===== config.mk =====
export PLATFORM = sky130hd
export DESIGN_NAME = tamper_selftest_supervisor
export DESIGN_NICKNAME = d
export VERILOG_FILES = /design/src/design/tamper_selftest_pkg.sv /design/src/design/tamper_selftest_supervisor.sv
export SDC_FILE = /design/constraint.sdc
export NUM_CORES = 1
export LEC_CHECK = 0
export ABC_AREA = 1
export BUFFER_PORTS_ARGS = -buffer_cell sky130_fd_sc_hd__clkbuf_2
export CORE_MARGIN = 1
export CORE_UTILIZATION = 51
export DETAILED_ROUTE_END_ITERATION = 16
export PLACE_DENSITY = 0.79
export SLEW_MARGIN = 20
export SYNTH_ARGS = -nofsm -noshare
export SYNTH_HDL_FRONTEND = slang
export SYNTH_SLANG_ARGS = --single-unit

===== constraint.sdc =====
create_clock -name clk_in -period 1.41 [get_ports clk_in]
set_input_delay 0.282 -clock clk_in [delete_from_list [all_inputs] [get_ports clk_in]]
set_output_delay 0.282 -clock clk_in [all_outputs]
set_load 0.01 [all_outputs]

===== src/design/tamper_selftest_pkg.sv =====
// Package for the tamper and self-test supervisor: states, codes, counts.
// Assumes a single 50 MHz clock domain.
package tamper_selftest_pkg;
    localparam int unsigned CLK_MHZ        = 50;
    localparam int unsigned NUM_CH         = 4;
    localparam int unsigned CNT_W          = 20;
    // Wait for the integrity checker, in microseconds
    localparam int unsigned INTEG_TIMEOUT_US = 10_000;
    localparam int unsigned INTEG_TIMEOUT_CYC = INTEG_TIMEOUT_US * CLK_MHZ;
    // Listening window after the isolation test packet, in microseconds
    localparam int unsigned ISO_WINDOW_US  = 20;
    localparam int unsigned ISO_WINDOW_CYC = ISO_WINDOW_US * CLK_MHZ;
    localparam logic [1:0]  ISO_TEST_CH    = 2'h0; // Channel 1 is index 0
    localparam logic [CNT_W-1:0] CNT_RESET = 20'h0_0000;

    // Failure codes shown to the user
    localparam logic [2:0] FAIL_NONE   = 3'h0;
    localparam logic [2:0] FAIL_INTEG  = 3'h1;
    localparam logic [2:0] FAIL_ISO    = 3'h2;
    localparam logic [2:0] FAIL_CTRL   = 3'h3;
    localparam logic [2:0] FAIL_TAMPER = 3'h4;
    localparam logic [2:0] FAIL_TOUT   = 3'h5;

    typedef enum logic [2:0] {
        ST_INTEG,
        ST_ISO_SEND,
        ST_ISO_LISTEN,
        ST_CTRL,
        ST_TAMPER_CHK,
        ST_RUN,
        ST_FAIL
    } phase_t;
endpackage


===== src/design/tamper_selftest_supervisor.sv =====
// Tamper latch and power-up self-test sequencer for a peripheral-sharing switch.
// Assumes sensor pins are asynchronous; port activity and test results are on clk_in.
// The tamper latch itself lives in backup-powered storage outside; this block
// sets it and reads it back, and runs from the backup supply with the sensors.
`timescale 1ns/1ps
`default_nettype none
module tamper_selftest_supervisor
    import tamper_selftest_pkg::*;
#(
    parameter int unsigned INTEG_TIMEOUT = INTEG_TIMEOUT_CYC
) (
    input  wire logic              clk_in,
    input  wire logic              reset_n_in,
    input  wire logic              enclosure_open_in,
    input  wire logic              backup_fail_in,
    input  wire logic              tamper_store_in,
    input  wire logic              integ_done_in,
    input  wire logic              integ_ok_in,
    input  wire logic [NUM_CH-1:0] port_rx_in,
    input  wire logic              user_ctrl_ok_in,
    input  wire logic              tamper_sys_ok_in,
    input  wire logic [1:0]        user_chan_in,
    output logic                   tamper_set_out,
    output logic                   tamper_led_out,
    output logic [NUM_CH-1:0]      path_enable_out,
    output logic [1:0]             test_chan_out,
    output logic                   test_send_out,
    output logic                   fail_led_out,
    output logic [2:0]             fail_code_out,
    output logic                   fail_critical_out,
    output logic                   selftest_done_out
);
    typedef struct packed {
        logic [1:0]        sync_enc;   // [0] is the first synchroniser stage
        logic [1:0]        sync_bat;
        logic [1:0]        sync_store;
        logic              tampered;
        phase_t            phase;
        logic [CNT_W-1:0]  cnt;
        logic [NUM_CH-1:0] path;
        logic              send;
        logic [2:0]        code;
        logic              crit;
        logic              done;       // Normal switching allowed
        logic [1:0]        chan;       // Channel held for the isolation test
    } state_t;

    state_t cur;
    state_t next_cur;

    // One-hot enable for the channel the user picked
    function automatic logic [NUM_CH-1:0] onehot(input logic [1:0] ch);
        onehot = (NUM_CH)'(1) << ch;
    endfunction

    // Next-state logic; sensor levels are read only from the second stage on
    always_comb begin
        next_cur = cur;
        next_cur.send = 1'b0;
        next_cur.sync_enc = {cur.sync_enc[0], enclosure_open_in};
        next_cur.sync_bat = {cur.sync_bat[0], backup_fail_in};
        next_cur.sync_store = {cur.sync_store[0], tamper_store_in};
        // Any cause latches; nothing in this process ever clears it
        if (cur.sync_enc[1] || cur.sync_bat[1] || cur.sync_store[1]) begin
            next_cur.tampered = 1'b1;
        end
        case (cur.phase)
            ST_INTEG: begin
                next_cur.cnt = cur.cnt + 1'b1;
                if (integ_done_in) begin
                    next_cur.cnt = CNT_RESET;
                    if (integ_ok_in) begin
                        next_cur.phase = ST_ISO_SEND;
                    end else begin
                        next_cur.phase = ST_FAIL;
                        next_cur.code = FAIL_INTEG;
                    end
                end else if (cur.cnt >= (CNT_W)'(INTEG_TIMEOUT - 1)) begin
                    next_cur.phase = ST_FAIL;
                    next_cur.code = FAIL_TOUT;
                end
            end
            ST_ISO_SEND: begin
                next_cur.send = 1'b1;
                next_cur.cnt = CNT_RESET;
                next_cur.phase = ST_ISO_LISTEN;
            end
            ST_ISO_LISTEN: begin
                next_cur.cnt = cur.cnt + 1'b1;
                if ((port_rx_in & ~onehot(ISO_TEST_CH)) != '0) begin
                    next_cur.phase = ST_FAIL;
                    next_cur.code = FAIL_ISO;
                end else if (cur.cnt >= (CNT_W)'(ISO_WINDOW_CYC - 1)) begin
                    next_cur.phase = ST_CTRL;
                end
            end
            ST_CTRL: begin
                if (user_ctrl_ok_in) begin
                    next_cur.phase = ST_TAMPER_CHK;
                end else begin
                    next_cur.phase = ST_FAIL;
                    next_cur.code = FAIL_CTRL;
                end
            end
            ST_TAMPER_CHK: begin
                if (tamper_sys_ok_in) begin
                    next_cur.phase = ST_RUN;
                end else begin
                    next_cur.phase = ST_FAIL;
                    next_cur.code = FAIL_TAMPER;
                end
            end
            ST_RUN: begin
                // Selection is taken one edge late; a tamper closes it again below
                next_cur.path = onehot(user_chan_in);
            end
            default: begin // ST_FAIL holds until the next reset
                next_cur.crit = 1'b1;
            end
        endcase
        // Registered from the next phase, so the done flag rises one edge before the enable opens
        next_cur.done = (next_cur.phase == ST_RUN);
        // Failure or tamper closes every path in the same cycle as it is seen
        if (next_cur.phase != ST_RUN || next_cur.tampered) begin
            next_cur.path = '0;
        end
    end

    // Reset puts every path closed; the tamper copy reloads from backup storage
    always_ff @(posedge clk_in or negedge reset_n_in) begin
        if (!reset_n_in) begin
            cur <= '{sync_enc: 2'h0, sync_bat: 2'h0, sync_store: 2'h0, tampered: 1'b0,
                     phase: ST_INTEG, cnt: CNT_RESET, path: '0, send: 1'b0,
                     code: FAIL_NONE, crit: 1'b0, done: 1'b0,
                     chan: ISO_TEST_CH};
        end else begin
            cur <= next_cur;
        end
    end

    // Outputs straight from the state flops
    assign tamper_set_out    = cur.tampered;
    assign tamper_led_out    = cur.tampered;
    assign path_enable_out   = cur.path;
    // The test channel sits in a flop so the pin never sees decode glitches
    assign test_chan_out     = cur.chan;
    assign test_send_out     = cur.send;
    assign fail_led_out      = cur.crit;
    assign fail_code_out     = cur.code;
    assign fail_critical_out = cur.crit;
    assign selftest_done_out = cur.done;
endmodule
`default_nettype wire


# Yosys cells after proc, flatten, opt, wreduce, memory -nomap -nowiden
# Index checks and enable logic that the tools add are counted.
# op_classes
add_sub_neg	1
n_reduce_logical	10
n_eq_ne	12
order_cmp	2
shift	1
n_mux	21
# op_table
cell	n
20-bit case mux with 3 select lines	1
3-bit 2-to-1 mux	11
20-bit by 1-bit adder with 20-bit output (second input constant)	1
20-bit by 10-bit greater-or-equal comparator with 1-bit output (second input constant)	1
20-bit by 19-bit greater-or-equal comparator with 1-bit output (second input constant)	1
20-bit 2-to-1 mux	1
3-bit case mux with 5 select lines	1
3-bit case mux with 4 select lines	1
3-bit equality test (second input constant)	3
3-bit inequality test (second input constant)	3
4-bit 2-to-1 mux	2
4-bit nonzero test	2
3-bit by 2-bit equality test with 1-bit output (second input constant)	2
2-bit inequality test (second input constant)	3
6-bit AND reduction	1
6-bit OR reduction	1
2-bit 2-to-1 mux	2
1-bit by 2-bit left shift with 4-bit output (first input constant)	1
3-bit by 1-bit equality test with 1-bit output (second input constant)	1
3-bit zero test	1
1-bit logical OR	3
3-bit nonzero test	1
1-bit 2-to-1 mux	2
2-bit nonzero test	1
# word_totals
ff_bits	40
elab_cells	58
input_bits	15
out_inout_bits	15

# Logic depth before layout (Yosys ltp)
# Gate-level depths: netlist (run 1).
# logic_depth
depth_word	7
mapped_depth	12
mapped_depth_nobuf	12

# Worst setup path after synthesis (run 1)
# No wires, ideal clock.
# synth_timing
kind	register to register
startpoint	register cur[12] (netlist bit)
endpoint	register cur, in the netlist path_enable_out[0]
period_less_slack_ns	1.448
setup_ns	0.073
n_path_buf	0
path_stages_with_launch	13
path_slack_ns	-0.038
arrival_time_ns	1.376
required_time_ns	1.337
cell_sequence	dfrtp_1 ha_1 nand2_1 nor2_1 nand2_1 nand2_1 nand2_1 nand2_1 nand2_1 nand2_1 nand2_1 nand3_2 nor2_1
# synth_between
elab_chain_cells	7
word_cells_on_any_way	11
# synth_rtl
item	line_no	text
from (decl)	tamper_selftest_supervisor.sv:48	state_t cur;
from (signal assigned)	tamper_selftest_supervisor.sv:132	cur <= '{sync_enc: 2'h0, sync_bat: 2'h0, sync_store: 2'h0, tampered: 1'b0,
from (signal assigned)	tamper_selftest_supervisor.sv:137	cur <= next_cur;
20-bit by 10-bit greater-or-equal comparator with 1-bit output / 20-bit by 19-bit greater-or-equal comparator with 1-bit output (equally long branches)	tamper_selftest_supervisor.sv:93, tamper_selftest_supervisor.sv:78	
3-bit 2-to-1 mux, on equally long branches	tamper_selftest_supervisor.sv:93, tamper_selftest_supervisor.sv:78	
3-bit 2-to-1 mux, on equally long branches	tamper_selftest_supervisor.sv:90, tamper_selftest_supervisor.sv:70	
3-bit case mux with 5 select lines (*)	tamper_selftest_supervisor.sv:67	case (cur.phase)
3-bit inequality test (*)	tamper_selftest_supervisor.sv:124	if (next_cur.phase != ST_RUN || next_cur.tampered) begin
1-bit logical OR (*)	tamper_selftest_supervisor.sv:124	
4-bit 2-to-1 mux / 2-bit nonzero test (equally long branches)	--	
# Mark *: on every way between the ends. The rest lies on a longest branch, timed or not.
# A chain may end at the register's enable or synchronous reset.

# Final worst setup path (run 1)
# layout_timing
startpoint	register cur[18] (netlist bit)
endpoint	register cur, in the netlist path_enable_out[3]
# Same word-level chain as after synthesis.

==> summary.md, run 1 <==
| Metric | Value |
|---|---|
| Post-Synthesis Cells | 269 |
| Worst setup SP type | flop |
| Total CTS buffers | 5 |
| First-pass GRT wire length | 10100 um |
| Fin. max-slew vios | 0 |
| DIE AREA | approximately 4500 sq um |
| Initial antenna violation count | 0 |
| Adder-Cell Fraction of Synth Area | 0.583% |
| Sequential power share | 43.3% |
| H-Tree Depth | 2 |
| Final min period | 1.82 ns |
| Worst reg-to-reg setup slack | -0.41 ns |
| Design Area, Final | 3430 sq um |
| Max-cap violations | 0 |
| Internal power | 2.08 mW |
| Share of layout cells above drive strength 1 | around 55% |
| WP data arrival | between 2 and 2.5 ns |
| Largest family of logic cells by synthesized area | simple AND/OR/NAND/NOR gates |
| Final worst path period share | 129% |
| Initial Util | 53.2% |
| Syn_area_per_cell | between 7 and 8 sq um |
| HP Class | input pin to flop |
| Synth Area in XOR/XNOR | 0% |
| RSZ-0062 raised after global routing | yes |
| Clock Pin Slew Worst Setup and Hold Paths | 0.09 ns |
| GPL Wtd Cong | 0.879 |
| Core ar. | 4030 sq um |
| Total gr overflow | 0 |
| Setup crit end kind | flop |
| Antenna diodes | 0 |
| Area of the multi-input gates | around 1300 sq um |
| Clock latency on the worst-skew pair | 0.32 ns |
| CTS root buffer | clkbuf_8 |
| Critical Path Fanout Max | 4 |
| Final core occ | around 85% |
| GRT Total Usage | 31.3% |
| Fin. Hold Viols | 0 |
| Multiplexer area fraction after synthesis | 0% |
| Vias per cell | 5.94 |
| DR WL/cell | 20.1 um |
| Placed Area | 2640 sq um |
| Ports | 30 |
| Kind of critical path | flop to flop |
| Worst Max-Slew Pin Slew | 0.588 ns |
| Synth warn | 0 |
| # setup viols final | 31 |
| Placed Cells incl. Taps | around 380 |
| Pre-CTS WS | -0.198 ns |
| Power Total | 3.03 mW |
| Status | finished, violations left |
| Compound-cell area share of the yosys netlist | around 13% |
| Clock share of power | 33.7% |
| Mapped Area | between 2000 and 2500 sq um |
| #FFs+latches synth | 40 |
| Rows | 23 |
| Commonest non-fill, non-tap cells in the layout | buf_4, dfrtp_1, nand2_1 |
| P_leak | approximately 1.7 nW |
| Switching Fraction | about a third |
| Maximum VDD drop | between 0.9 and 1 mV |
| Die X | 66.8 um |
| P_sw | about 960 uW |
| P per Cell Area | a little under 900 nW/um^2 |
| Register area share after synthesis | about 47% |
| Area growth syn-to-layout | 60.2% |
| Final nets | roughly 390 |
| Clock Skews | 0.0139 ns |
| PortBufs | 26 |
| CTS tree | done |
| DR iter-0 viols | 356 |
| Detailed-route DRC error count | 0 |
| Fmax | 549 MHz |
| Clock sinks | 40 |
| Sequential cell area | 1000 sq um |
| Post-DRT Antenna Nets | 0 |
| Fillers | 191 |
| Largest net degree at the start of global routing | between 40 and 50 |
| Non-filler cells in the finished layout | between 400 and 500 |
| Initial DRT Pass Iterations | 7 |
| Slew HR | 60.4% |
| Final WL | 8460 um |
| Die Y | 66.8 um |
| Failing checks | negative setup slack |
| Simple-gate portion of the synthesized area | 27.8% |
| Logic gate share of total power | a little under a quarter |
| Commonest non-fill, non-tap cell in the layout | buf_4 |
| Setup ws final | -0.412 ns |
| CTS Buffer Depth | 2 |
| Vias | 2506 |
| Vias in the first global route | 2157 |
| Synth unique cells | 33 |
| Worst path required time | ~1.7 ns |
| DP HPWL | 3720 um |
final timing paths:
check | endpoint | startpoint | depth (start not counted)
max in group asynchronous | cur[33]$_DFF_PN0_ | reset_n_in | 3
min in group asynchronous | fail_code_out[2]$_DFFE_PN0P_ | reset_n_in | 3
max | path_enable_out[3]$_DFFE_PN0P_ | cur[18]$_DFFE_PN0P_ | 11
min reg2reg | cur[41]$_DFF_PN0_ | cur[40]$_DFF_PN0_ | 0
min | cur[38]$_DFF_PN0_ | backup_fail_in | 1
max reg2reg | path_enable_out[3]$_DFFE_PN0P_ | cur[18]$_DFFE_PN0P_ | 11
through the flow:
step | hold slack (ns) | TNS (ns)
5_1_grt | 0.0661 | -9.44
6_report | 0.0726 | -7.93
3_3_place_gp | 0.272 | -1.62
3_5_place_dp | 0.272 | -2.90
4_1_cts | 0.0781 | -1.70
2_1_floorplan | -0.0136 | 0
flip-flops by register name (all words and copies together) (netlist names):
register	flops
cur	29
path_enable_out	4
fail_code_out	3
fail_critical_out	1
selftest_done_out	1
tamper_led_out	1
test_send_out	1
critical path, stage by stage (launching register included):
cell,delay (ns)
dfrtp_1,0.43
nor2_1,0.11
nand2_1,0.12
a21oi_1,0.28
nand2_2,0.13
nand2_4,0.09
nand2_2,0.06
nand2_4,0.09
nand2_1,0.09
nand2_2,0.12
nand3_4,0.10
nor2_1,0.14
metal layers:
| metal | track usage (%) | up-vias | share of wire (%) |
|---|---|---|---|
| li1 | - | 1052 | - |
| met1 | 34.5 | 1198 | 37 |
| met2 | 57.2 | 187 | 49 |
| met3 | 7.19 | 69 | 8.0 |
| met4 | 12.2 | 0 | 6.3 |
| met5 | 0 | - | 0 |
power groups by stage:
stage | clock network (mW) | logic (mW) | registers (mW)
after floorplan | 0 | 0.255 | 1.31
after global routing | 1.05 | 0.737 | 1.33
after global placement | 0 | 0.378 | 1.31
final | 1.02 | 0.698 | 1.31
after detailed placement | 0 | 0.391 | 1.32
after CTS | 1.00 | 0.500 | 1.30
kinds of logic (layout without fill, tap and decap cells):
kind of cell	Yosys count	after routing
other	1	2
buffers and inverters	55	157
AO/OA/AOI/OAI	44	44
AND/OR/NAND/NOR	128	128
flip-flops	40	40
adder cells (fa/ha/maj)	1	1
timing repair:
action	CTS	global route
pin swaps	17	31
endpoints found under the hold margin	40	0
setup buffers	16	18
setup endpoints to repair	27	29
hold buffers	1	0
gates resized for setup	52	65
layout make-up:
| type | count | share of cell area (%) |
|---|---|---|
| flip-flops and latches | 40 | 29.3 |
| inverters | 43 | 4.95 |
| multi-input cells | 175 | 36.9 |
| repair buffers | 106 | 23.8 |
| well taps | 50 | 1.82 |
| clock buffers | 5 | 2.00 |
| clock inverters | 3 | 1.35 |
cells in the mapped netlist (all sizes together):
library cell	instances	share of area (%)
a211oi	2	1.2
nor3	8	2.3
nor3b	1	0.35
buf	12	4.2
o211a	1	0.47
nand2	52	9.5
a221oi	1	0.41
inv	43	7.6
and3	1	0.29
nand3	21	5.4
dfrtp	40	47
o221a	1	0.53
a22oi	2	0.70
ha	1	0.58
nor4	1	0.29
nand4	2	0.58
o21ai	15	3.5
nor2	42	9.1
o21bai	1	0.35
a21o	1	0.35
a21oi	19	5.1
conb	1	0.17
o31ai	1	0.35
Power figures use the tool's default switching activity.
==> inputs of run 2 (changes only) <==
- HOLD_SLACK_MARGIN: default -> 0.02
- REMOVE_ABC_BUFFERS: default -> 1
==> summary.md, run 2 (same netlist as run 1, synthesis figures left out) <==
| Metric | Value |
|---|---|
| Worst reg2reg path depth | 10 (-1) |
| Worst setup SP type | flop |
| Sequential cell area | 1000 sq um (unchanged) |
| DIE AREA | 4470 sq um (unchanged) |
| Fillers | 182 (-4.7%) |
| Final core occ | 82.3% (-2.9 points) |
| Failing checks | negative setup slack |
| H-Tree Depth | 2 (unchanged) |
| PortBufs | 26 (unchanged) |
| Crit path depth | 10 (-1) |
| Fin. Hold Viols | 0 (unchanged) |
| P_leak | 1.62 nW (-4.4%) |
| Area of the multi-input gates | 1260 sq um (-0.69%) |
| CTS root buffer | clkbuf_8 |
| Post-DRT Antenna Nets | 0 (unchanged) |
| Die Y | 66.8 um (unchanged) |
| DR iter-0 viols | 329 (-7.6%) |
| Kind of critical path | flop to flop |
| Clock Skews | 0.0193 ns (+0.00543 ns) |
| WP buf/inv | 0 (unchanged) |
| Design Area, Final | 3320 sq um (-3.4%) |
| Area growth syn-to-layout | 54.7% |
| Commonest non-fill, non-tap cells in the layout | buf_4, dfrtp_1, nand2_1 |
| Worst hold slack | 0.0959 ns (+0.0233 ns) |
| # setup viols final | 28 (-9.7%) |
| Total gr overflow | 0 (unchanged) |
| DR WL/cell | 18.7 um (-6.6%) |
| Largest net degree at the start of global routing | 28 (-32%) |
| Initial Util | 53.2% (unchanged) |
| Fin. max-slew vios | 0 (unchanged) |
| Clock sinks | 40 (unchanged) |
| Detailed-route DRC error count | 0 (unchanged) |
| Ports | 30 (unchanged) |
| Setup crit end kind | flop |
| Placed Area | 2570 sq um (-2.7%) |
| Final WL | 7650 um (-9.7%) |
| Crit path from | cur[13]$_DFFE_PN0P_ |
| Slew HR | 57.6% (-2.8 points) |
| Pre-CTS WS | -0.244 ns (-0.0457 ns) |
| Power Total | 2.91 mW (-4.3%) |
| Final min period | 1.74 ns (-0.0767 ns) |
| Share of layout cells above drive strength 1 | 55.0% (-0.35 points) |
| CP Cell Sequence | ha_4, nand2_4, nor2_4, nand2_1, nand2_2, nand2_4, nand3_2, nand4_1, nand2_1, o21ai_1 |
| Total CTS buffers | 5 (unchanged) |
| First-pass GRT wire length | 8820 um (-12%) |
| DP HPWL | 3380 um (-9.1%) |
| GRT Total Usage | 26.9% (-4.4 points) |
| Status | finished, violations left |
| Vias | 2447 (-2.4%) |
| Max Used Layer | met4 |
| Clock Pin Slew Worst Setup and Hold Paths | 0.10 ns (about the same) |
| WP data arrival | 1.93 ns (-0.13 ns) |
| HP Class | input pin to flop |
| FF-to-FF End | fail_code_out[2]$_DFFE_PN0P_ |
| Critical Path Fanout Max | 6 (+2) |
| Antenna diodes | 0 (unchanged) |
| Vias per cell | 6.00 (+1.0%) |
| GPL Wtd Cong | 0.833 (-5.2%) |
| Final nets | 373 (-3.6%) |
| Initial DRT Pass Iterations | 9 (+2) |
| Rows | 23 (unchanged) |
| Worst reg-to-reg setup slack | -0.33 ns (+0.08 ns) |
| Worst Max-Slew Pin Slew | 0.630 ns (+0.0416 ns) |
| Met3 wire len | 650 um (-4.3%) |
| Maximum VDD drop | 1.09 mV (+13%) |
| R2r startpoint | cur[13]$_DFFE_PN0P_ |
| CTS Buffer Depth | 2 (unchanged) |
| Core ar. | 4030 sq um (unchanged) |
| Max-cap violations | 0 (unchanged) |
| Setup ws final | -0.335 ns (+0.0767 ns) |
| Min-delay src | tamper_store_in |
| Reg with most FFs | cur |
| Critical path endpoint | fail_code_out[2]$_DFFE_PN0P_ |
| CTS tree | done |
| Vias in the first global route | 1995 (-7.5%) |
| Cell family with most CP delay | simple AND/OR/NAND/NOR gates |
| Final worst path period share | 124% (-5.4 points) |
| Fmax | 573 MHz (+4.4%) |
| Clock latency on the worst-skew pair | 0.31 ns (about the same) |
| P per Cell Area | 876 nW/um^2 (-0.86%) |
| Initial antenna violation count | 0 (unchanged) |
| Met2 routed WL | 3760 um (-9.4%) |
| Commonest non-fill, non-tap cell in the layout | buf_4 |
| Max incr delay on CP | 0.42 ns (about the same) |
| Met1 wire length | 2800 um (-9.6%) |
| Die X | 66.8 um (unchanged) |
| RSZ-0062 raised after global routing | yes |
| Number of flip-flops in the largest register | 29 (unchanged) |
| CP max stage cell | dfrtp_1 |
| Worst path required time | 1.59 ns (-0.06 ns) |
[run 2: power by group]
group	internal [mW]	switching [mW]
Sequential	1.23	0.0889
Combinational	0.242	0.345
Clock	0.534	0.462
Total	2.01	0.896
[run 2: how the worst min path moves through the flow]
stage / slack, ns / cells after the start / end
floorplan: -0.01 / 0 / cur[12]$_DFFE_PN0P_
CTS: 0.08 / 1 / cur[40]$_DFF_PN0_
finish: 0.1 / 1 / cur[36]$_DFF_PN0_
global placement: 0.21 / 1 / fail_code_out[1]$_DFFE_PN0P_
global route: 0.08 / 1 / cur[40]$_DFF_PN0_
detailed placement: 0.22 / 1 / fail_code_out[1]$_DFFE_PN0P_
[run 2: area by class of cell]
cell class / count / area share, %
clock buffers: 5 / 2.07
clock inverters: 3 / 1.43
inverters: 43 / 5.24
multi-input cells: 175 / 37.9
flip-flops and latches: 40 / 30.3
well taps: 50 / 1.89
repair buffers: 92 / 21.2
[run 2: what timing repair did]
item | CTS | global route
resized for setup | 25 | 97
hold buffers | 1 | 0
buffers inserted | 11 | 15
pin swaps | 14 | 40
setup endpoints to repair | 29 | 31
endpoints found under the hold margin | 13 | 0
[run 2: routing by layer]
layer,up-vias,GRT usage [%]
met2,190,44.7
met3,67,4.97
met4,0,13.3
met5,-,0
li1,1034,-
met1,1156,33.1
[run 2: worst reg2reg max path: stages (launching register included)]
cell	delay (ns)
dfrtp_1	0.42
ha_4	0.18
nand2_4	0.07
nor2_4	0.11
nand2_1	0.07
nand2_2	0.11
nand2_4	0.07
nand3_2	0.06
nand4_1	0.26
nand2_1	0.19
o21ai_1	0.10
[run 2: metrics by stage]
stage / TNS, ns / std cells
6_report: -5.18 / 408
5_1_grt: -7.09 / 408
4_1_cts: -2.16 / 395
3_5_place_dp: -3.88 / 375
3_3_place_gp: -2.44 / 375
2_1_floorplan: -0.153 / 258
==> inputs of run 3 (changes only) <==
--- a/config.mk
+++ b/config.mk
@@ -13,4 +13,5 @@
 export HOLD_SLACK_MARGIN = 0.02
 export PLACE_DENSITY = 0.79
+export RECOVER_POWER = 25
 export REMOVE_ABC_BUFFERS = 1
 export SLEW_MARGIN = 20
==> constraint.sdc (replaced) <==
create_clock -name clk_in -period 1.41 [get_ports clk_in]
set_input_delay 0.282 -clock clk_in [delete_from_list [all_inputs] [get_ports clk_in]]
set_output_delay 0.282 -clock clk_in [all_outputs]
set_load 0.005 [all_outputs]
==> summary.md, run 3 (same netlist as run 1, synthesis figures left out) <==
| Metric | Value |
|---|---|
| Final worst path period share | 124% (+0.43 points) |
| Vias per cell | 6.01 (+0.29%) |
| Detailed-route DRC error count | 0 (unchanged) |
| HP Class | input pin to flop |
| GRT Total Usage | 26.9% (unchanged) |
| Worst hold slack | 0.0964 ns (+0.000447 ns) |
| WP data arrival | 1.93 ns (about the same) |
| Worst setup SP type | flop |
| Max-cap violations | 0 (unchanged) |
| Worst path required time | 1.59 ns (about the same) |
| Met2 routed WL | 3720 um (-1.1%) |
| P_sw | 886 uW (-1.1%) |
| P per Cell Area | 873 nW/um^2 (-0.33%) |
| Area growth syn-to-layout | 54.6% (about the same) |
| Initial antenna violation count | 0 (unchanged) |
| P_leak | 1.62 nW (-0.18%) |
| Fillers | 183 (+0.55%) |
| Final min period | 1.75 ns (+0.00609 ns) |
| Fmax | 571 MHz (-0.35%) |
| Internal power | 2.01 mW (about the same) |
| DP HPWL | 3380 um (unchanged) |
| Critical Path Fanout Max | 6 (unchanged) |
| Worst Max-Slew Pin Slew | 0.857 ns (+0.227 ns) |
| Clock Pin Slew Worst Setup and Hold Paths | 0.10 ns (about the same) |
| Logic gate share of total power | 19.8% (-0.4 points) |
| Die X | 66.8 um (unchanged) |
| Initial DRT Pass Iterations | 11 (+2) |
| Reg with most FFs | cur |
| Rows | 23 (unchanged) |
| Ports | 30 (unchanged) |
| Non-filler cells in the finished layout | 408 (unchanged) |
| DR WL/cell | 18.7 um (-0.43%) |
| Number of flip-flops in the largest register | 29 (unchanged) |
| Final WL | 7610 um (-0.43%) |
| Area of the multi-input gates | 1260 sq um (unchanged) |
| Commonest non-fill, non-tap cell in the layout | buf_4 |
| Met1 wire length | 2770 um (-0.79%) |
| # setup viols final | 27 (-3.6%) |
| Total CTS buffers | 5 (unchanged) |
| Met3 wire len | 644 um (-0.92%) |
| Placed Cells incl. Taps | 375 (unchanged) |
| Die Y | 66.8 um (unchanged) |
| Fin. max-slew vios | 0 (unchanged) |
| Placed Area | 2570 sq um (unchanged) |
| Setup ws final | -0.341 ns (-0.00609 ns) |
| Switching Fraction | 30.6% (-0.23 points) |
| Setup crit end kind | flop |
| Clock share of power | 34.5% (+0.2 points) |
| Sum Neg Setup Slack | -5.07 ns (+0.111 ns) |
| Initial Util | 53.2% (unchanged) |
| Clock Skews | 0.0190 ns (-0.000342 ns) |
| Vias in the first global route | 1995 (unchanged) |
| Commonest non-fill, non-tap cells in the layout | buf_4, dfrtp_1, nand2_1 |
| Final core occ | 82.3% (about the same) |
| PortBufs | 26 (unchanged) |
| Share of layout cells above drive strength 1 | 54.7% (-0.28 points) |
| Maximum VDD drop | 1.09 mV (+0.20%) |
| Largest net degree at the start of global routing | 28 (unchanged) |
| DIE AREA | 4470 sq um (unchanged) |
| Design Area, Final | 3320 sq um (about the same) |
| First-pass GRT wire length | 8820 um (unchanged) |
| Final nets | 373 (unchanged) |
| GPL Wtd Cong | 0.833 (unchanged) |
| CTS root buffer | clkbuf_8 |
| Vias | 2454 (+0.29%) |
| Status | finished, violations left |
| H-Tree Depth | 2 (unchanged) |
| Post-DRT Antenna Nets | 0 (unchanged) |
| Sequential cell area | 1000 sq um (unchanged) |
| DR iter-0 viols | 329 (unchanged) |
| Fin. Hold Viols | 0 (unchanged) |
| Max Used Layer | met4 |
| Sequential power share | 45.7% (+0.2 points) |
| CTS Buffer Depth | 2 (unchanged) |
| Clock latency on the worst-skew pair | 0.30 ns (about the same) |
| Failing checks | negative setup slack |
| Slew HR | 42.9% (-15 points) |
| Antenna diodes | 0 (unchanged) |
| Core ar. | 4030 sq um (unchanged) |
| CTS tree | done |
| Kind of critical path | flop to flop |
| RSZ-0062 raised after global routing | yes |
| Total gr overflow | 0 (unchanged) |
| Clock sinks | 40 (unchanged) |
## run 3: cell counts in the layout (fill, tap and decap cells not counted)
No cell type changed its count.
## run 3: what timing repair did
item,in CTS,in global routing
hold buffers,1,0
endpoints found under the hold margin,13,0
setup endpoints to repair,29,31
resized for setup,25,97
setup buffers,11,15
pin swaps,14,40
## run 3: routing by layer
layer | vias up | global-route usage [%]
met3 | 71 | 4.97
li1 | 1034 | -
met4 | 0 | 13.3
met5 | - | 0
met2 | 195 | 44.7
met1 | 1154 | 33.1
## run 3: through the flow
step                      power (mW)  worst slack [ns]
after floorplan                 1.50           -0.0383
after global placement          1.66            -0.175
after detailed placement        1.68            -0.244
after CTS                       2.71            -0.231
after global routing            2.99            -0.413
final                           2.90            -0.341
## run 3: power groups by stage
stage	clock network, mW	logic [mW]	registers (mW)
floorplan	0	0.186	1.31
global placement	0	0.347	1.31
detailed placement	0	0.362	1.32
CTS	0.982	0.424	1.30
global route	1.05	0.610	1.33
finish	0.999	0.573	1.32
## run 3: cell type report
cell class / instances / share of cell area, %
clock buffers: 5 / 2.08
clock inverters: 3 / 1.43
inverters: 43 / 5.25
multi-input cells: 175 / 37.9
flip-flops and latches: 40 / 30.3
well taps: 50 / 1.89
repair buffers: 92 / 21.1
## run 3: worst max-delay path, cell delays in order (launching register included)
cell and delay (ns):
dfrtp_1 0.42, ha_4 0.17, nand2_4 0.07, nor2_4 0.11, nand2_1 0.07, nand2_2 0.11
nand2_4 0.07, nand3_2 0.06, nand4_1 0.26, nand2_1 0.20, o21ai_1 0.11
## run 3: final timing paths
kind	end	start	cells past startpoint	slack [ns]
min in group asynchronous	fail_code_out[1]$_DFFE_PN0P_	reset_n_in	2	0.59
max reg2reg	fail_code_out[2]$_DFFE_PN0P_	cur[13]$_DFFE_PN0P_	10	-0.34
min reg2reg	cur[37]$_DFF_PN0_	cur[36]$_DFF_PN0_	0	0.36
min	cur[36]$_DFF_PN0_	tamper_store_in	1	0.1
max	fail_code_out[2]$_DFFE_PN0P_	cur[13]$_DFFE_PN0P_	10	-0.34
max in group asynchronous	cur[32]$_DFF_PN0_	reset_n_in	3	0.15
